### src/hw/tse_cfg.svh
`ifndef TSE_CFG_SVH
`define TSE_CFG_SVH

// word offsets inside the control area
`define TSE_CTRL_SCREEN    2'h0
`define TSE_CTRL_COPY_SRC  2'h1
`define TSE_CTRL_COPY_DST  2'h2
`define TSE_CTRL_BITS      2'h3
`define TSE_CTRL_LAST      2'h3

// word offsets inside the notify area
`define TSE_NOTE_SCREEN    16'h0000
`define TSE_NOTE_TABLE     16'h0001
`define TSE_NOTE_STATUS    16'h0002

// status word strobe positions
`define TSE_STB_SCREEN     12
`define TSE_STB_NUMERAL    11
`define TSE_STB_MASK       16'h1800

// copy word fields
`define TSE_COPY_TYPE_HI   15
`define TSE_COPY_TYPE_LO   12
`define TSE_COPY_NUM_HI    11
`define TSE_COPY_NUM_LO    0
`define TSE_COPY_TYPE_CHAR 4'h0
`define TSE_COPY_TYPE_NUM  4'h1

`define TSE_SCREEN_NONE    16'h0000
`define TSE_WORD_ZERO      16'h0000

// poll period
`define TSE_CLK_PERIOD_NS  8
`define TSE_POLL_PERIOD_NS 10000
`define TSE_POLL_CYCLES    (`TSE_POLL_PERIOD_NS / `TSE_CLK_PERIOD_NS)
`define TSE_POLL_CNT_W     11

`endif

### src/hw/tse_pkg.sv
package tse_pkg;

    typedef logic [15:0] tse_word_t;

    typedef enum logic [2:0]
    {
        TSE_IDLE      = 3'b000,
        TSE_RD_CTRL   = 3'b001,
        TSE_RD_ELEM   = 3'b010,
        TSE_WR_SCREEN = 3'b011,
        TSE_WR_VALUE  = 3'b100,
        TSE_WR_TABLE  = 3'b101,
        TSE_WR_STATUS = 3'b110
    } tse_state_t;

endpackage

### src/hw/tse_poll_timer.sv
`timescale 1ns/1ns
`include "tse_cfg.svh"

// periodic one-cycle enable for the control area poll
module tse_poll_timer
(
    input  wire logic clock_i,
    input  wire logic srst_i,
    output logic      tick_o
);
    import tse_pkg::*;

    localparam logic [`TSE_POLL_CNT_W-1:0] LAST = `TSE_POLL_CNT_W'(`TSE_POLL_CYCLES - 1);

    typedef struct packed
    {
        logic [`TSE_POLL_CNT_W-1:0] cnt;
        logic                       tick;
    } tse_tmr_t;

    tse_tmr_t st_q;
    tse_tmr_t st_d;

    always_comb
    begin
        st_d      = st_q;
        st_d.tick = 1'b0;
        if (st_q.cnt == LAST)
        begin
            st_d.cnt  = '0;
            st_d.tick = 1'b1;
        end
        else
        begin
            st_d.cnt = st_q.cnt + 1'b1;
        end
    end

    always_ff @(posedge clock_i)
    begin
        if (srst_i)
        begin
            st_q <= '0;
        end
        else
        begin
            st_q <= st_d;
        end
    end

    assign tick_o = st_q.tick;
endmodule

### src/hw/tse_exchange.sv
`timescale 1ns/1ns
`include "tse_cfg.svh"

// Notes on behaviour
// - poll display element word from host and show returned value.
// - control word 0 holds the requested screen as four BCD digits.
// - word 1 copy source, word 2 copy type and destination, three BCD digits.
// - copy type 0 is character-string table, 1 is numeral table.
// - control word 3 holds host-driven control bits such as backlight.
// - new control area content is read and its operation carried out.
// - screen change writes notify word 0 and sets the screen strobe together.
// - strobes return to 0 once the host has been notified.
// - numeral key entry writes table number and sets numeral strobe.
// - numeral key entry also updates the table's host word.
// - character-string tables produce table and numeral-strobe notices only when entered in the ack cycle of a numeral entry's value write.
// - operating status bits go into notify word 2.
// - changed table values and system keys are written back to host words.
// - area bases are configuration loaded into the terminal, not runtime.
// - host-requested screen switches only when the request word changes; 0000 re-arms.
module tse_exchange
(
    input  wire logic           clock_i,
    input  wire logic           srst_i,
    input  tse_pkg::tse_word_t  ctrl_base_i,
    input  tse_pkg::tse_word_t  notify_base_i,
    input  tse_pkg::tse_word_t  elem_addr_i,
    input  tse_pkg::tse_word_t  status_bits_i,
    input  wire logic           menu_valid_i,
    input  tse_pkg::tse_word_t  menu_screen_i,
    input  wire logic           key_valid_i,
    input  wire logic           key_numeral_i,
    input  tse_pkg::tse_word_t  key_table_i,
    input  tse_pkg::tse_word_t  key_addr_i,
    input  tse_pkg::tse_word_t  key_value_i,
    input  wire logic           host_ack_i,
    input  tse_pkg::tse_word_t  host_rdata_i,
    output logic                host_req_o,
    output logic                host_write_o,
    output tse_pkg::tse_word_t  host_addr_o,
    output tse_pkg::tse_word_t  host_wdata_o,
    output tse_pkg::tse_word_t  shown_screen_o,
    output logic                screen_switch_o,
    output logic                copy_req_o,
    output logic [3:0]          copy_type_o,
    output logic [11:0]         copy_src_o,
    output logic [11:0]         copy_dst_o,
    output tse_pkg::tse_word_t  ctrl_bits_o,
    output tse_pkg::tse_word_t  elem_value_o
);
    import tse_pkg::*;

    typedef struct packed
    {
        tse_state_t      state;
        logic [1:0]      idx;
        tse_word_t [3:0] ctrl;
        logic            copy_chg;
        tse_word_t       ctrl_base;
        tse_word_t       notify_base;
        tse_word_t       shown;
        tse_word_t       table_num;
        logic            scr_pend;
        logic            key_pend;
        logic            key_numeral;
        tse_word_t       key_table;
        tse_word_t       key_addr;
        tse_word_t       key_value;
        logic            stb_scr;
        logic            stb_num;
        logic            req;
        logic            write;
        tse_word_t       addr;
        tse_word_t       wdata;
        logic            switch_p;
        logic            copy_p;
        logic [3:0]      copy_type;
        logic [11:0]     copy_src;
        logic [11:0]     copy_dst;
        tse_word_t       elem;
    } tse_st_t;

    tse_st_t st_q;
    tse_st_t st_d;
    logic    poll_tick;

    function automatic tse_word_t word_at(input tse_word_t base, input tse_word_t off);
        word_at = base + off;
    endfunction

    tse_poll_timer u_timer
    (
        .clock_i (clock_i),
        .srst_i  (srst_i),
        .tick_o  (poll_tick)
    );

    always_comb
    begin
        st_d          = st_q;
        st_d.switch_p = 1'b0;
        st_d.copy_p   = 1'b0;

        // menu screen change taken as a screen switch
        if (menu_valid_i && menu_screen_i != st_q.shown)
        begin
            st_d.shown    = menu_screen_i;
            st_d.scr_pend = 1'b1;
            st_d.switch_p = 1'b1;
        end

        unique case (st_q.state)
            TSE_IDLE:
            begin
                if (poll_tick)
                begin
                    st_d.state = TSE_RD_CTRL;
                    st_d.idx   = `TSE_CTRL_SCREEN;
                end
            end
            TSE_RD_CTRL:
            begin
                if (!st_q.req)
                begin
                    st_d.req   = 1'b1;
                    st_d.write = 1'b0;
                    st_d.addr  = word_at(st_q.ctrl_base, {14'h0000, st_q.idx});
                end
                else if (host_ack_i)
                begin
                    st_d.req            = 1'b0;
                    st_d.ctrl[st_q.idx] = host_rdata_i;
                    unique case (st_q.idx)
                        `TSE_CTRL_SCREEN:
                        begin
                            if (host_rdata_i != st_q.ctrl[st_q.idx]
                                && host_rdata_i != `TSE_SCREEN_NONE)
                            begin
                                st_d.shown    = host_rdata_i;
                                st_d.scr_pend = 1'b1;
                                st_d.switch_p = 1'b1;
                            end
                        end
                        `TSE_CTRL_COPY_SRC:
                        begin
                            st_d.copy_chg = host_rdata_i != st_q.ctrl[st_q.idx];
                        end
                        `TSE_CTRL_COPY_DST:
                        begin
                            if (st_q.copy_chg || host_rdata_i != st_q.ctrl[st_q.idx])
                            begin
                                st_d.copy_p    = 1'b1;
                                st_d.copy_type = host_rdata_i[`TSE_COPY_TYPE_HI:`TSE_COPY_TYPE_LO];
                                st_d.copy_dst  = host_rdata_i[`TSE_COPY_NUM_HI:`TSE_COPY_NUM_LO];
                                st_d.copy_src  =
                                    st_q.ctrl[`TSE_CTRL_COPY_SRC][`TSE_COPY_NUM_HI:`TSE_COPY_NUM_LO];
                            end
                        end
                        `TSE_CTRL_BITS:
                        begin
                        end
                    endcase
                    if (st_q.idx == `TSE_CTRL_LAST)
                    begin
                        st_d.state = TSE_RD_ELEM;
                    end
                    else
                    begin
                        st_d.idx = st_q.idx + 2'h1;
                    end
                end
            end
            TSE_RD_ELEM:
            begin
                if (!st_q.req)
                begin
                    st_d.req   = 1'b1;
                    st_d.write = 1'b0;
                    st_d.addr  = elem_addr_i;
                end
                else if (host_ack_i)
                begin
                    st_d.req   = 1'b0;
                    st_d.elem  = host_rdata_i;
                    st_d.state = st_q.scr_pend ? TSE_WR_SCREEN
                               : st_q.key_pend ? TSE_WR_VALUE : TSE_WR_STATUS;
                end
            end
            TSE_WR_SCREEN:
            begin
                if (!st_q.req)
                begin
                    st_d.req   = 1'b1;
                    st_d.write = 1'b1;
                    st_d.addr  = word_at(st_q.notify_base, `TSE_NOTE_SCREEN);
                    st_d.wdata = st_q.shown;
                end
                else if (host_ack_i)
                begin
                    st_d.req      = 1'b0;
                    st_d.scr_pend = st_d.switch_p; // fresh switch survives the clear
                    st_d.stb_scr  = 1'b1;
                    st_d.state    = st_q.key_pend ? TSE_WR_VALUE : TSE_WR_STATUS;
                end
            end
            TSE_WR_VALUE:
            begin
                if (!st_q.req)
                begin
                    st_d.req   = 1'b1;
                    st_d.write = 1'b1;
                    st_d.addr  = st_q.key_addr;
                    st_d.wdata = st_q.key_value;
                end
                else if (host_ack_i)
                begin
                    st_d.req   = 1'b0;
                    st_d.state = st_q.key_numeral ? TSE_WR_TABLE : TSE_WR_STATUS;
                    st_d.key_pend = st_q.key_numeral;
                end
            end
            TSE_WR_TABLE:
            begin
                if (!st_q.req)
                begin
                    st_d.req   = 1'b1;
                    st_d.write = 1'b1;
                    st_d.addr  = word_at(st_q.notify_base, `TSE_NOTE_TABLE);
                    st_d.wdata = st_q.key_table;
                end
                else if (host_ack_i)
                begin
                    st_d.req       = 1'b0;
                    st_d.table_num = st_q.key_table;
                    st_d.key_pend  = 1'b0;
                    st_d.stb_num   = 1'b1;
                    st_d.state     = TSE_WR_STATUS;
                end
            end
            TSE_WR_STATUS:
            begin
                if (!st_q.req)
                begin
                    st_d.req   = 1'b1;
                    st_d.write = 1'b1;
                    st_d.addr  = word_at(st_q.notify_base, `TSE_NOTE_STATUS);
                    st_d.wdata = status_bits_i & ~`TSE_STB_MASK;
                    st_d.wdata[`TSE_STB_SCREEN]  = st_q.stb_scr;
                    st_d.wdata[`TSE_STB_NUMERAL] = st_q.stb_num;
                end
                else if (host_ack_i)
                begin
                    st_d.req     = 1'b0;
                    st_d.stb_scr = 1'b0;
                    st_d.stb_num = 1'b0;
                    st_d.state   = TSE_IDLE;
                end
            end
            default:
            begin
                st_d.state = TSE_IDLE;
            end
        endcase

        // key entry capture after the drain so a new entry in the cycle that clears key_pend is not lost
        if (key_valid_i)
        begin
            st_d.key_pend    = 1'b1;
            st_d.key_numeral = key_numeral_i;
            st_d.key_table   = key_table_i;
            st_d.key_addr    = key_addr_i;
            st_d.key_value   = key_value_i;
        end
    end

    always_ff @(posedge clock_i)
    begin
        if (srst_i)
        begin
            st_q             <= '0;
            st_q.state       <= TSE_IDLE;
            st_q.ctrl_base   <= ctrl_base_i;
            st_q.notify_base <= notify_base_i;
        end
        else
        begin
            st_q <= st_d;
        end
    end

    assign host_req_o      = st_q.req;
    assign host_write_o    = st_q.write;
    assign host_addr_o     = st_q.addr;
    assign host_wdata_o    = st_q.wdata;
    assign shown_screen_o  = st_q.shown;
    assign screen_switch_o = st_q.switch_p;
    assign copy_req_o      = st_q.copy_p;
    assign copy_type_o     = st_q.copy_type;
    assign copy_src_o      = st_q.copy_src;
    assign copy_dst_o      = st_q.copy_dst;
    assign ctrl_bits_o     = st_q.ctrl[`TSE_CTRL_BITS];
    assign elem_value_o    = st_q.elem;
endmodule

### config.mk
export PLATFORM = sky130hd
export DESIGN_NAME = tse_exchange
export DESIGN_NICKNAME = d
export VERILOG_FILES = /design/src/hw/tse_pkg.sv /design/src/hw/tse_poll_timer.sv /design/src/hw/tse_exchange.sv
export VERILOG_INCLUDE_DIRS = /design/src /design/src/hw
export SDC_FILE = /design/constraint.sdc
export NUM_CORES = 1
export LEC_CHECK = 0
export ABC_AREA = 1
export BUFFER_PORTS_ARGS = -buffer_cell sky130_fd_sc_hd__buf_2
export CORE_ASPECT_RATIO = 0.9
export CORE_MARGIN = 4
export CORE_UTILIZATION = 50
export CTS_CLUSTER_SIZE = 16
export DETAILED_ROUTE_END_ITERATION = 16
export PLACE_DENSITY = 0.74
export SYNTH_ARGS = -nofsm -noshare
export SYNTH_HDL_FRONTEND = slang
export SYNTH_SLANG_ARGS = --single-unit
### constraint.sdc
create_clock -name clock_i -period 3.2 [get_ports clock_i]
set_clock_uncertainty 0.1 [all_clocks]
set_input_delay 0.64 -clock clock_i [delete_from_list [all_inputs] [get_ports clock_i]]
set_output_delay 0.64 -clock clock_i [all_outputs]
set_load 0.02 [all_outputs]
# Word level (Yosys, flattened, before mapping)
# Index checks and enable logic that the tools add are counted.
classes:
  reduce_logical: 26
  eq_ne: 37
  multipliers: 0
  shifts: 0
  n_bitwise: 4
  order_cmp: 2
  add_sub_neg: 5
  mux: 75
  div_mod_pow: 0
op_table:
  columns: ["op", "count"]
  rows:
  - ["two-way mux 70 bit", 2]
  - ["two-way mux 33 bit", 4]
  - ["two-way mux 16 bit", 8]
  - ["one-hot mux 18 bit (6 select lines)", 1]
  - ["two-way mux 30 bit", 3]
  - ["bitwise mux 64 bit", 1]
  - ["one-hot mux 16 bit (4 select lines)", 1]
  - ["two-way mux 29 bit", 2]
  - ["two-way mux 50 bit", 1]
  - ["inequality test 2 bit, second input constant", 20]
  - ["two-way mux 3 bit", 13]
  - ["two-way mux 17 bit", 2]
  - ["binary-select mux 16 bit (select 2 bit)", 1]
  - ["demux 16 bit (select 2 bit)", 1]
  - ["inequality test 16 bit", 2]
  - ["AND reduction 5 bit", 6]
  - ["two-way mux 1 bit", 23]
  - ["one-hot mux 3 bit (7 select lines)", 1]
  - ["adder 16 x 1 -> 16 bit, second input constant", 1]
  - ["adder 16 x 2 -> 16 bit", 1]
  - ["adder 16 x 2 -> 16 bit, second input constant", 1]
  - ["nonzero test 16 bit", 1]
  - ["AND reduction 14 bit", 1]
  - ["inequality test 3 bit, second input constant", 4]
  - ["29 further kinds", 48]
totals:
  mem_count: 0
  rom_bits: 0
  inputBits: 150
  mem_bits_rw: 0
  out_inout_bits: 112
  latch_bits: 0
  register_bits: 263

# Logic depth before layout (Yosys ltp)
logic_depth:
  depth_word: 9
  mapped_depth: 17
  mapped_depth_nobuf: 14

# Cells and area by module
# A second synthesis with hierarchy kept.
unflattened:
  hier_cells: 1762
  area_unflattened_um2: 12948.7
by_module_without_submodules:
  columns: ["mod", "cells_each", "instances", "area_per_inst_um2", "seq_area_each_um2"]
  rows:
  - ["tse_exchange", 1689, 1, 12343.1, 5345.1]
  - ["tse_poll_timer", 73, 1, 605.6, 240.2]

# Worst setup path after synthesis
# Ideal clock, no wire load.
synth_timing:
  path_kind: "flip-flop to flip-flop"
  from: "register st_q[263] in the netlist's numbering"
  to: "register st_q (netlist bit host_addr_o[8])"
  stages_incl_launch_ff: 12
  arrival_time_ps: 2073
  n_path_buf: 2
  t_required_ps: 3030
  path_slack_ps: 957
  synth_period_minus_slack_ps: 2243
  setup_ps: 70
  path_cell_list: "dfxtp_1 buf_4 inv_4 buf_6 fa_1 nor2_1 nand4_1 nor2_1 nand3_1 a31oi_1 o21ai_1 a21oi_1"
synth_via:
  elab_chain_len: 3
synth_lines:
  columns: ["item", "line_no", "text"]
  rows:
  - ["start, declared", "tse_exchange.sv:82", "tse_st_t st_q;"]
  - ["start signal, assigned", "tse_exchange.sv:286", "st_q <= st_d;"]
  - ["adder 16 x 2 -> 16 bit", "tse_exchange.sv:87", "word_at = base + off;"]
  - ["two-way mux 17 bit", "tse_exchange.sv:122", "if (!st_q.req)"]
  - ["one-hot mux 18 bit (6 select lines)", "tse_exchange.sv:111", "unique case (st_q.state)"]
# No other way between the ends. The select of a mux whose other input is x is not followed.
# A chain may end at the register's enable or synchronous reset.

# Final worst setup path
layout_timing:
  from: "register st_q[264] in the netlist's numbering"
  to: "register st_q (netlist bit host_addr_o[4])"
layout_via:
  elab_chain_len: 3
  elab_cells_between_ends: 15
  classes_between: "eq/ne: 12; mux: 1; reduce/logical: 2"
layout_lines:
  columns: ["item", "line_no"]
  rows:
  - ["equality test 3 bit, or another cell as far along", "tse_exchange.sv:111"]
  - ["nonzero test 6 bit (no line) / inequality test 2 bit (equally long branches)", null]
  - ["AND reduction 7 bit (no line)", null]
# Parallel ways exist; a longest one is shown, timed or not.

==> impl_metrics.env <==
export IMPL_cts_setup_buffers=0
export IMPL_cts_tree="done"
export IMPL_syn_nets=1937
export IMPL_coreArea_mm2=0.0254
export IMPL_die_w_um=178
export IMPL_first_global_vias=11500
export IMPL_fin_util=0.574
export IMPL_status="completed"
export IMPL_min_to="st_d[168]"
export IMPL_drc=0
export IMPL_synth_distinct_cells=48
export IMPL_grt_max_degree=74
export IMPL_crit_family="simple AND/OR/NAND/NOR gates"
export IMPL_root_buffer="clkbuf_16"
export IMPL_htree_levels=1
export IMPL_sw_frac_of_total=0.338
export IMPL_r2r_cells=11
export IMPL_async_flop_share=0
export IMPL_hold_path_startpoint="notify_base_i[3]"
export IMPL_cpMostUsedCell="inv_2"
export IMPL_power_frac_comb=0.255
export IMPL_p_leak_nw=6.63
export IMPL_syn_to_final_growth_pct=11.8
export IMPL_max_cap_violations=0
export IMPL_wl_met1_um=16900
export IMPL_wirelength_um=38900
export IMPL_netlist_area_mm2=0.0130
export IMPL_ios=262
export IMPL_yosysWarnings=0
export IMPL_ys_flop_type="dfxtp_1"
export IMPL_p_seq_frac=0.406
export IMPL_num_rows=55
export IMPL_instances_no_fill=2247
export IMPL_vias=12100
export IMPL_internal_power_mw=6.32
export IMPL_timing_rr_end="host_addr_o[4]"
export IMPL_cts_buffers=27
export IMPL_max_clock_path_buffers=3
export IMPL_syn_inst=1776
export IMPL_ys_seq_area_frac=0.428
export IMPL_met3_length_um=3360
export IMPL_cp_max_fo=21
export IMPL_ff2ff_setup_slack_ns=0.49
export IMPL_rr_startpoint="st_q[264]"
export IMPL_layout_drive_gt1_share=0.190
export IMPL_post_route_min_period_ns=2.71
export IMPL_hold_path_depth=1
export IMPL_vias_per_cell=5.38
export IMPL_hold_violations=0
export IMPL_grt_usage=0.260
export IMPL_grt_pass1_wl_um=60900
export IMPL_initial_utilization=0.514
export IMPL_hold_buffers=0
export IMPL_syn_mean_instance_area_um2=7.35
export IMPL_top_layer_used="met5"
export IMPL_placed_cells=2199
export IMPL_min_path_type="input pin to flip-flop"
export IMPL_layout_nets=2047
export IMPL_yosys_register_bits=263
export IMPL_power_density_mw_per_mm2=655
export IMPL_grt_setup_unrepaired="false"
export IMPL_peakVddDrop_mv=0.541
export IMPL_fin_setup_tns_ns=0
export IMPL_wl_per_cell_um=17.3
export IMPL_die_h_um=161
export IMPL_critPathRequiredTime_ns=3.50
export IMPL_power_switching_mw=3.23
export IMPL_cp_arrival_ns=3.01
export IMPL_synth_edf_count=32
export IMPL_drt_initial_drc_count=1111
export IMPL_ant_nets=0
export IMPL_antenna_found_initial=3
export IMPL_slew_headroom=0.510
export IMPL_critPathCaptureType="flip-flop"
export IMPL_nFillCells=2416
export IMPL_worstSetupPathType="flip-flop to flip-flop"
export IMPL_p_clk_frac=0.339
export IMPL_diodes=0
export IMPL_port_buffers=259
export IMPL_crit_buf_inv=3
export IMPL_gp_congestion=0.936
export IMPL_start_kind="flip-flop"
export IMPL_clk_latency_ns=0.53
export IMPL_clock_sinks=263
export IMPL_drtPass1Iterations=5
export IMPL_wl_met2_um=17700
export IMPL_tightest_slew_ns=0.734
export IMPL_setup_viol=0
export IMPL_grt_overflow_total=0
export IMPL_dp_hpwl_um=27800
export IMPL_slowest_delay_ns=0.45
export IMPL_dieArea_mm2=0.0287
export IMPL_finalCritPeriodShare=0.848
export IMPL_fmax_mhz=369
export IMPL_cts_clk_slew_worst_paths_ns=0.06
export IMPL_crit_chain="inv_2, nand3_4, inv_2, nor2_8, nand2_2, nor2_4, nor2_4, inv_2, a21oi_1, o21ai_1, a21oi_1"
export IMPL_critPathSlowestCell="dfxtp_1"
export IMPL_cts_resized_gates=0
export IMPL_final_max_slew_viol_count=0
-- cells in the final DEF (no fill, tap or decap), drive strengths merged, types with 4 or more instances in the layout --
master,instances
clkbuf,39
o22ai,5
edfxtp,32
nand4,9
a31oi,6
xnor2,8
nor3,27
a21oi,174
o21ai,185
buf,276
nand3,123
a211oi,7
xor2,12
o211ai,4
nor2,188
clkinv,6
a41oi,12
inv,136
nand2,395
dfxtp,231
ha,10
-- cell usage after synthesis, types with 2 or more instances --
cell type  count  area, um^2
ha_1          10         125
a21oi_1      173         866
buf_6         14         158
o22ai_1        4        25.0
buf_2         13        65.1
buf_4        116         871
nor3_1        26         130
dfxtp_1      231        4620
nor4_1         2        12.5
inv_1        123         462
nand2_4        2        22.5
o31ai_1        2        15.0
a31oi_1        5        31.3
a41oi_1       12         105
nor3b_1        3        22.5
clkbuf_1      48         180
nor2_2         3        18.8
a211oi_1       7        52.6
buf_1          4        15.0
o21ai_1        4        20.0
nand3_1      120         601
o21ai_0      181         906
nor2_4         7        78.8
nand4_1        9        56.3
nand3_4        2        35.0
nand2_2        7        43.8
xor2_1        12         105
nor2_1       177         664
o2111ai_1      3        26.3
inv_2         10        37.5
or2_2          2        12.5
nand2_1      386        1450
o211ai_1       4        30.0
xnor2_1        8        70.1
inv_4          2        12.5
edfxtp_1      32         961
-- metrics by stage --
stage / instance area, um^2 / setup WS, ns / power, mW / hold slack (ns)
after CTS: 14600 / 0.495 / 9.57 / 0.160
after global routing: 14600 / 0.286 / 9.99 / 0.161
after detailed placement: 13700 / 0.526 / 6.33 / 0.346
final: 14600 / 0.486 / 9.54 / 0.181
after floorplan: 13000 / 0.957 / 5.73 / 0.329
after global placement: 13700 / 0.575 / 6.30 / 0.337
-- power by group through the flow --
| stage | clock network, mW | registers (mW) | logic (mW) |
|---|---|---|---|
| finish | 3.24 | 3.87 | 2.44 |
| global route | 3.42 | 3.90 | 2.68 |
| CTS | 3.28 | 3.86 | 2.42 |
| detailed placement | 0 | 3.93 | 2.40 |
| global placement | 0 | 3.93 | 2.37 |
| floorplan | 0 | 3.86 | 1.87 |
-- metal layers --
layer / GRT usage / vias up
met3: 0.0590 / 68
met5: 0 / -
met2: 0.417 / 472
li1: - / 5963
met1: 0.359 / 5590
met4: 0.0600 / 6
-- how the worst max path moves through the flow --
stage	startpoint	endpoint	slack, ns	depth (start not counted)
floorplan	st_q[263]	host_addr_o[8]	0.96	11
global placement	st_q[264]	host_addr_o[4]	0.58	11
detailed placement	st_q[264]	host_addr_o[4]	0.53	11
CTS	st_q[264]	host_addr_o[4]	0.49	11
global route	st_q[264]	host_addr_o[4]	0.29	11
finish	st_q[264]	host_addr_o[4]	0.49	11
-- cell type report --
type	count	area, um^2	area share
inverter	136	526	0.0360
tap	342	428	0.0293
timing repair buffer	276	1490	0.102
clock inverter	9	120	0.00824
sequential	263	5590	0.383
multi-input combinational	1182	5650	0.388
clock buffer	39	783	0.0537
-- cell families (layout without fill, tap and decap cells) --
logic type | after synthesis | in the layout | share of synthesized area
xor+xnor | 20 | 20 | 0.0134
buf+inv | 331 | 460 | 0.139
simple gates | 749 | 749 | 0.244
fa+ha+maj | 11 | 11 | 0.0111
flops | 263 | 263 | 0.428
compound gates | 402 | 402 | 0.164
Power figures use the tool's default switching activity.
